--- config.mk ---
export PLATFORM = sky130hd
export DESIGN_NAME = pda_addr
export DESIGN_NICKNAME = d
export VERILOG_FILES = /design/src/pda_pkg.sv /design/src/pda_addr.sv
export VERILOG_INCLUDE_DIRS = /design/src /design/src/src
export SDC_FILE = /design/constraint.sdc
export NUM_CORES = 1
export LEC_CHECK = 0
export BUFFER_PORTS_ARGS = -buffer_cell sky130_fd_sc_hd__buf_2
export CAP_MARGIN = 20
export CORE_AREA = 2 2 191 155
export CTS_CLUSTER_SIZE = 40
export DETAILED_ROUTE_END_ITERATION = 16
export DIE_AREA = 0 0 193 157
export SETUP_SLACK_MARGIN = 0.1
export SYNTH_ARGS = -nofsm -noshare
export SYNTH_HDL_FRONTEND = slang
export SYNTH_SLANG_ARGS = --single-unit
--- constraint.sdc ---
create_clock -name mclk -period 5.9 [get_ports mclk]
set_clock_uncertainty 0.15 [all_clocks]
set_input_delay 0.295 -clock mclk [delete_from_list [all_inputs] [get_ports mclk]]
set_output_delay 0.295 -clock mclk [all_outputs]
set_load 0.02 [all_outputs]
--- src/pda_map.svh ---
// constants for the program and data addressing block
`ifndef PDA_MAP_SVH
`define PDA_MAP_SVH
`define PDA_PC_W        13
`define PDA_RESET_VEC   13'h0000
`define PDA_VEC_DIV0    13'h0004
`define PDA_VEC_TMR0    13'h0008
`define PDA_VEC_PORT    13'h000C
`define PDA_VEC_DIV1    13'h0014
`define PDA_VEC_TMR1    13'h0020
`define PDA_STACK_DEPTH 8
`define PDA_PAGE_OFS_W  11
`define PDA_ROM_PAGE_LO 0
`define PDA_ROM_PAGE_HI 1
`define PDA_IND_PAGE_HI 2
`define PDA_BANK_HI     2
`define PDA_REG_RESET   4'h0
`define PDA_SEL_PROG    2'h0
`define PDA_SEL_IND     2'h1
`define PDA_SEL_WRP     2'h2
`define PDA_SEL_BANK    2'h3
`endif

--- src/pda_pkg.sv ---
// types of the program and data addressing block
`default_nettype none
package pda_pkg;
   typedef enum logic [2:0] {
      PDA_OP_NEXT = 3'h0,
      PDA_OP_JUMP = 3'h1,
      PDA_OP_CALL = 3'h3,
      PDA_OP_RET  = 3'h2,
      PDA_OP_BRCH = 3'h6,
      PDA_OP_HOLD = 3'h7
   } pda_op_e;
   typedef enum logic [1:0] {
      PDA_DA_DIRECT = 2'h0,
      PDA_DA_INDIR  = 2'h1,
      PDA_DA_WORK   = 2'h3
   } pda_da_e;
   typedef struct packed {
      logic [12:0]      pc;
      logic [7:0][12:0] stk;
      logic [2:0]       sp;
      logic [3:0]       prog_page;
      logic [3:0]       ind_page;
      logic [3:0]       work_reg_page_select;
      logic [3:0]       bank;
      logic [15:0]      tab;
      logic [9:0]       dmem_addr;
      logic [14:0]      lut_addr;
      logic [3:0]       rd_data;
   } pda_state_s;
endpackage
`default_nettype wire

--- src/pda_addr.sv ---
// program counter, return stack, page registers and memory address forming
`default_nettype none
`include "pda_map.svh"
module pda_addr
   import pda_pkg::*;
#(
   parameter int DEPTH = `PDA_STACK_DEPTH
) (
   input  wire logic        mclk,
   input  wire logic        rst_n,
   input  wire pda_op_e     pc_op,
   input  wire logic [12:0] target,
   input  wire logic [4:0]  irq_req,
   input  wire logic        reg_wr,
   input  wire logic [1:0]  reg_sel,
   input  wire logic [3:0]  reg_wdata,
   input  wire logic        tab_wr,
   input  wire logic [1:0]  tab_sel,
   input  wire logic [3:0]  tab_wdata,
   input  wire pda_da_e     da_mode,
   input  wire logic [6:0]  da_offset,
   input  wire logic        imm_op,
   input  wire logic [15:0] rom_word,
   output logic [12:0]      pc,
   output logic [14:0]      lut_addr,
   output logic [3:0]       lut_data,
   output logic [9:0]       dmem_addr,
   output logic             imm_illegal,
   output logic [3:0]       reg_rdata,
   output logic [2:0]       stack_ptr,
   output logic [12:0]      rom_addr
);
   // ----------------------------------------------------------------
   // state
   // ----------------------------------------------------------------
   pda_state_s st_r;
   pda_state_s st_nxt;
   logic       irq_any;
   logic [12:0] vec;
   logic [2:0]  sp_up;
   logic [2:0]  sp_dn;

   // ----------------------------------------------------------------
   // interrupt vector
   // ----------------------------------------------------------------
   always_comb begin
      irq_any = |irq_req;
      if (irq_req[0]) begin
         vec = `PDA_VEC_DIV0;
      end else if (irq_req[1]) begin
         vec = `PDA_VEC_TMR0;
      end else if (irq_req[2]) begin
         vec = `PDA_VEC_PORT;
      end else if (irq_req[3]) begin
         vec = `PDA_VEC_DIV1;
      end else if (irq_req[4]) begin
         vec = `PDA_VEC_TMR1;
      end else begin
         vec = `PDA_RESET_VEC;
      end
   end

   // ----------------------------------------------------------------
   // next state
   // ----------------------------------------------------------------
   always_comb begin
      st_nxt = st_r;
      sp_up  = st_r.sp + 3'h1;
      sp_dn  = st_r.sp - 3'h1;
      if (irq_any) begin
         // interrupt entry saves the current pc, not pc + 1 as a call does
         st_nxt.stk[st_r.sp] = st_r.pc;
         st_nxt.sp = sp_up;
         st_nxt.pc = vec;
      end else begin
         case (pc_op)
            PDA_OP_NEXT: begin
               st_nxt.pc = st_r.pc + 13'h0001;
            end
            PDA_OP_JUMP: begin
               st_nxt.pc = {st_r.prog_page[1:0], target[10:0]};
            end
            PDA_OP_CALL: begin
               st_nxt.stk[st_r.sp] = st_r.pc + 13'h0001;
               st_nxt.sp = sp_up;
               st_nxt.pc = {st_r.prog_page[1:0], target[10:0]};
            end
            PDA_OP_RET: begin
               st_nxt.pc = st_r.stk[sp_dn];
               st_nxt.sp = sp_dn;
            end
            PDA_OP_BRCH: begin
               st_nxt.pc = {st_r.pc[12:11], target[10:0]};
            end
            default: begin
               st_nxt.pc = st_r.pc;
            end
         endcase
      end
      if (reg_wr) begin
         if (reg_sel == `PDA_SEL_PROG) begin
            st_nxt.prog_page = {2'h0, reg_wdata[1:0]};
         end else if (reg_sel == `PDA_SEL_IND) begin
            st_nxt.ind_page = {1'h0, reg_wdata[2:0]};
         end else if (reg_sel == `PDA_SEL_WRP) begin
            st_nxt.work_reg_page_select = reg_wdata;
         end else begin
            st_nxt.bank = {1'h0, reg_wdata[2:0]};
         end
      end
      if (tab_wr) begin
         st_nxt.tab[tab_sel*4 +: 4] = tab_wdata;
      end
      st_nxt.lut_addr = st_r.tab[14:0];
      // nibble 0 of a word is its low nibble
      st_nxt.rd_data = rom_word[st_r.lut_addr[1:0]*4 +: 4];
      case (da_mode)
         PDA_DA_INDIR: begin
            st_nxt.dmem_addr = {st_r.bank[2:0], st_r.ind_page[2:0], da_offset[3:0]};
         end
         PDA_DA_WORK: begin
            st_nxt.dmem_addr = {2'h0, st_r.work_reg_page_select, da_offset[3:0]};
         end
         default: begin
            st_nxt.dmem_addr = {st_r.bank[2:0], da_offset};
         end
      endcase
   end

   // ----------------------------------------------------------------
   // registers
   // ----------------------------------------------------------------
   always_ff @(posedge mclk) begin
      if (!rst_n) begin
         st_r    <= '0;
         st_r.pc <= `PDA_RESET_VEC;
         st_r.prog_page <= `PDA_REG_RESET;
      end else begin
         st_r <= st_nxt;
      end
   end

   // ----------------------------------------------------------------
   // outputs
   // ----------------------------------------------------------------
   always_comb begin
      pc          = st_r.pc;
      rom_addr    = (pc_op == PDA_OP_HOLD) ? {st_r.lut_addr[14:2]} : st_r.pc;
      lut_addr    = st_r.lut_addr;
      lut_data    = st_r.rd_data;
      dmem_addr   = st_r.dmem_addr;
      stack_ptr   = st_r.sp;
      imm_illegal = imm_op && (da_mode != PDA_DA_WORK);
      if (reg_sel == `PDA_SEL_PROG) begin
         reg_rdata = st_r.prog_page;
      end else if (reg_sel == `PDA_SEL_IND) begin
         reg_rdata = st_r.ind_page;
      end else if (reg_sel == `PDA_SEL_WRP) begin
         reg_rdata = st_r.work_reg_page_select;
      end else begin
         reg_rdata = st_r.bank;
      end
   end
endmodule
`default_nettype wire

## Word-level counts from Yosys, hierarchy flattened

Cells that the tools add are included.

- Bits in registers: 177
- Output and inout port bits: 63
- Word-level logic and storage cells: 79

- Add/subtract/negate cells: 4
- Order comparisons: 3
- Eq/ne operators: 11
- Shift-type cells: 3
- Mux-type cells: 21
- Bitwise logic cells: 3
- Reductions and logical operators: 15

Operators with widths:

| cell | count |
|---|---|
| $bwmux 104 | 2 |
| $mux 120 | 1 |
| $mux 104 | 1 |
| $pmux 13 s4 | 1 |
| $bmux 13 s3 | 1 |
| $demux 13 s3 | 1 |
| $mux 13 | 3 |
| $neg 4->34 | 1 |
| $shift 4x34->16 const A | 1 |
| $shiftx 4x34->16 | 1 |
| $mux 6 | 5 |
| $pmux 10 s2 | 1 |
| $bwmux 16 | 1 |
| $shiftx 16x5->4 | 1 |
| $add 13x1->13 const B | 1 |
| $mux 4 | 3 |
| $lt 3x4->1 const B | 2 |
| $reduce_and 4->1 | 2 |
| $eq 3x2->1 const B | 2 |
| $eq 3x3->1 const B | 2 |
| $pmux 3 s2 | 1 |
| $reduce_bool 5->1 | 1 |
| $reduce_or 5->1 | 1 |
| $eq 2x1->1 const B | 2 |
| other kinds (16) | 22 |

## Logic depth before layout (Yosys ltp)

- Depth after elaboration: 7
- Depth in mapped cells: 10
- Mapped depth without buffers: 6

## Worst setup path after synthesis

OpenSTA, ideal clock, no wires.

- Kind: flip-flop to flip-flop
- From: register st_r (netlist bit stack_ptr[0])
- To: register pc[8] (netlist name)
- Library setup time: 0.116 ns
- Data arrival time: 2.518 ns
- Required time: 5.634 ns
- Path slack: 3.115 ns
- Stages on the path, launching flop included: 11
- Path buffers: 4
- Cells stage by stage: dfxtp_1 > buf_2 > buf_2 > inv_1 > ha_1 > buf_2 > clkbuf_1 > mux4_2 > nand2_1 > nand3_1 > o211a_1

- Word-level cells in the longest chain between the ends: 5

Ends and longest elaborated chain:

| item | line | RTL |
|---|---|---|
| start: declaration | pda_addr.sv:36 | `pda_state_s st_r;` |
| start signal: assignment | pda_addr.sv:139 | `st_r <= st_nxt;` |
| $sub 3x1->3 | pda_addr.sv:69 | `sp_dn = st_r.sp - 3'h1;` |
| net sp_dn[0] | pda_addr.sv:41 | `logic [2:0] sp_dn;` |
| $bmux 13 s3 | pda_addr.sv:89 | `st_nxt.pc = st_r.stk[sp_dn];` |
| $mux 13 (not written as such) | pda_addr.sv:89 |  |
| $pmux 13 s4 | pda_addr.sv:76 | `case (pc_op)` |
| $mux 120 | pda_addr.sv:70 | `if (irq_any) begin` |

The timed path passes the listed nets, and every way through them passes these cells. The select of a mux whose other input is x is not followed.
A chain may end at the register's enable or synchronous reset.

## Final worst setup path

- From: register st_r (netlist bit stack_ptr[1])
- To: register pc[4] (netlist name)

- Word-level cells in the longest chain between the ends: 5

Ends and longest elaborated chain:

| item | line |
|---|---|
| $sub 3x1->3 | pda_addr.sv:69 |
| $bmux 13 s3 | pda_addr.sv:89 |
| $mux 13 (not written as such) | pda_addr.sv:89 |
| $pmux 13 s4 | pda_addr.sv:76 |
| $mux 120 | pda_addr.sv:70 |

No other way between the ends. The select of a mux whose other input is x is not followed.

==> results <==
- The run finished with clean final reports.
- In this run the cell area of the synthesized design comes to 8431 um2.
- The count of boundary I/O pins is 126.
- The type of the worst setup path is reg2reg.
- The arithmetic-cell share of the synthesized area counting full adders, half adders and majority gates is 0.01633.
- The clock network fraction of design power is 0.406.
- After detailed placement, the design holds a cell count of 1,274.
- Across all layers, the routed design uses 6,954 vias.
- The global-route total usage across every layer is 0.1609.
- The analysis attributes to cell leakage a power of 3.734 nW.
- Subtracting the final worst setup slack from the clock period gives 3241 ps.
- The layout has 2,870 filler cells.
- Among all flip-flop cells after synthesis, the most frequent one is sky130_fd_sc_hd__dfxtp_1.
- The total CTS buffers is 17.
- The via count of the first global-routing pass is approximately 6,500.
- Of the total power, the share spent switching nets is 0.2608.
- The clock edge transition at the registers on the reported setup and hold paths is 60 ps.
- Counting flops with an async set or reset pin after synthesis yields a share of 0.
- By area the synthesized netlist is led by sky130_fd_sc_hd__dfxtp_1 (42%), sky130_fd_sc_hd__mux4_2 (8.0%), sky130_fd_sc_hd__o21ai_0 (5.3%).
- The path category of the worst min-delay check is in2reg.
- The area of the die is 30,300 um2.
- The highest net fanout along the worst path is 17.
- The post-cts repair resize count is 0.
- The mean post-synth cell area is ~9.5 um2.
- The height of the die is 157 um.
- The flop and latch count out of synthesis is roughly 180.
- Once detail routing completed, the nets flagged for antenna violations numbered 0.
- The final cycle utilization of the critical path is 0.5494.
- The count of cells in the finished layout, fillers not included, comes to 1,323.
- Global routing finished with a remaining overflow of 0.
- The total power consumption of the routed design is 0.002773 W.
- The number of rows created at floorplan is 55.
- The post-synthesis mux area share is 0.1264.
- The wire length of the first global-routing pass is 37,500 um.
- The initial antenna violation count was 3.
- For this run, the number of Yosys warnings is 0.
- The die is roughly 190 um wide.
- The fraction of the mapped netlist area in simple logic gates is 0.1368.
- For this run, the detailed router's first-pass iteration total came to 5.
- In this run, synthesis inferred 0 flip-flops with an integrated enable.
- The clock tree from TritonCTS is yes.
- For this design the total switching power over the nets is 0.0007232 W.
- The share of synthesized area in the top cell type comes to 0.4179.
- Counting instances in the post-synthesis netlist gives the leading cell types as sky130_fd_sc_hd__dfxtp_1 (176), sky130_fd_sc_hd__o21ai_0 (90), sky130_fd_sc_hd__a21oi_1 (62).
- The depth of the CTS H-tree is 4.
- For this run, the post-layout net count is 1,013.
- The floorplan step defined a core boundary enclosing 28,210 um2.
- The number of instances in the synthesized netlist is 883.
- The total cell area at the placement stage is 9030 um2.
- The portion of total power attributed to sequential cells is 0.461.
- The post-synthesis net count is 957.
- Summed over all nets, the half-perimeter wirelength after detailed placement is 16,230 um.
- At the pin with the least slew margin, the transition time is 1048 ps.
- The number of hold-slack violations in the final timing report is 0.
- The fraction of the mapped netlist area in compound gates is 0.2097.
- The detailed router finished its first iteration with between 500 and 600 violations.
- At the worst endpoint, the required time is between 6000 and 7000 ps.
- The maximum achievable frequency is 308.5 MHz.
- CTS saw between 150 and 200 sinks.
- The number of buffers on the longest clock path is 2.
- After routing, the total negative slack on setup checks comes to 0 ps.
- The post-synthesis cell type with the largest combined area is sky130_fd_sc_hd__dfxtp_1.
- The share of the Yosys chip area taken by registers is 0.4179.
- Setup violations remaining at the end of the flow were counted as 0.
- At the end of routability-driven placement, the weighted congestion stood at approximately 0.89.
- The most frequently used cell type in the post-synthesis netlist is sky130_fd_sc_hd__dfxtp_1.
- The vias per cell is 5.256.
- The dominant combinational cell family by area after synthesis is compound AO/OA/AOI/OAI gates.
- The initial utilization of the core area, before any placement, comes to 0.2988.
- The internal power of the cells is 0.002050 W.
- The count of distinct cell types in the synthesized netlist is 73.
- The max capacitance violation total is 0.
- The sort of element at the start of the critical path is a register.
- The power share of the combinational group is 0.133.
- The largest net degree at the start of global routing is 115.
- In the routed design, unresolved DRC markers number 0.
- The final cell area excluding filler cells is 9791 um2.
- Relative to the synthesized area, the layout overhead comes to 16.13%.
- The detailed-route wire length is 24,310 um.
- The type of destination of the critical path is a register.
- The proportion of layout cells with a drive suffix above 1 is 0.2432.
- After detailed routing, the average wire length per cell comes to 18.37 um.
- The clock insertion delay at the later pin of the skew report is 430 ps.
- The worst endpoint data arrival time is around 3400 ps.
- Input and output buffers added on the ports amount to around 120.
- The cell sitting at the root of the clock tree is a sky130_fd_sc_hd__clkbuf_16.
- The max-slew violation count came to 0.
- The worst slew margin relative to its limit is 0.2999.
- Dividing total power by cell area gives a power density of 283.2 nW/um2.
- Setup repair after global routing left no endpoint under its margin.
- Across the VDD grid, the largest voltage drop is 0.2280 mV.
- Of the total synthesized cell area, the portion taken by XOR and XNOR cells is 0.01336.
[stage by stage]
step / utilization / hold WS [ps] / worst slack, ps
CTS: 0.3456 / 0.6013 / 2607
global placement: 0.3187 / 292.1 / 2696
global route: 0.3467 / 23.56 / 2486
detailed placement: 0.3200 / 294.3 / 2596
floorplan: - / 270.5 / 3115
finish: 0.3470 / 15.25 / 2659
[cell families (layout without fill, tap and decap cells)]
kind of cell | Yosys count | in the layout
xor+xnor | 12 | 12
simple gates | 209 | 209
mux | 67 | 67
fa+ha+maj | 11 | 11
compound gates | 281 | 281
flops | 176 | 176
buf+inv | 127 | 194
other cells | 0 | 3
[layout make-up]
class	instances	area (um2)	area share
repair buffers	150	894.6	0.09137
clock buffers	22	474.2	0.04843
clock inverters	8	106.4	0.01086
multi-input cells	580	4268	0.4359
flip-flops and latches	176	3525	0.3600
diodes	3	7.507	0.0007668
well taps	370	462.9	0.04728
inverters	14	52.55	0.005367
[power groups by stage]
stage | registers, W | logic [W] | clock network [W]
after floorplan | 0.00129 | 0.000256 | 0
after global placement | 0.00130 | 0.000348 | 0
after detailed placement | 0.00130 | 0.000359 | 0
after CTS | 0.00128 | 0.000367 | 0.00115
after global routing | 0.00128 | 0.000404 | 0.00119
final | 0.00128 | 0.000369 | 0.00113
[cells in the final DEF, fill, tap and decap left out, drive strengths merged, types with 27 or more instances in the layout]
cell type / n
nand2: 35
o21ai: 92
a21oi: 62
mux4: 30
buf: 135
and2: 27
dfxtp: 176
a211oi: 33
nor2: 58
a31oi: 39
[sequential cells by signal (all words and copies together) (netlist names)]
register,flops
dmem_addr,10
lut_addr,15
lut_data,4
pc,13
st_nxt,15
st_r,116
stack_ptr,3
[what timing repair did]
action / 4_1_cts / 5_1_grt
hold buffers: 14 / 0
endpoints found under the hold margin: 16 / 0
setup buffers: 0 / 0
[worst max-delay path, cell delays in order (launching register included)]
cell	delay, ps
sky130_fd_sc_hd__dfxtp_1	520
sky130_fd_sc_hd__inv_1	180
sky130_fd_sc_hd__ha_1	980
sky130_fd_sc_hd__buf_4	380
sky130_fd_sc_hd__mux4_2	540
sky130_fd_sc_hd__a22oi_1	250
sky130_fd_sc_hd__a211oi_1	110
[routing by layer]
layer,vias to the layer above,track usage,share of wire
met1,3370,0.2380,0.48
met2,224,0.2325,0.43
li1,3345,-,-
met4,2,0.03427,0.0065
met3,13,0.04259,0.080
met5,-,0,0.00037
[worst paths after layout]
check                                     to  depth (start not counted)  slack, ps          from
worst max register to register         pc[4]                          6       2660  stack_ptr[1]
worst min register to register   lut_addr[7]                          1        310    st_nxt[11]
worst max-delay path                   pc[4]                          6       2660  stack_ptr[1]
worst min-delay path            dmem_addr[5]                          2         20    da_mode[0]
(Power assumes the default switching activity.)
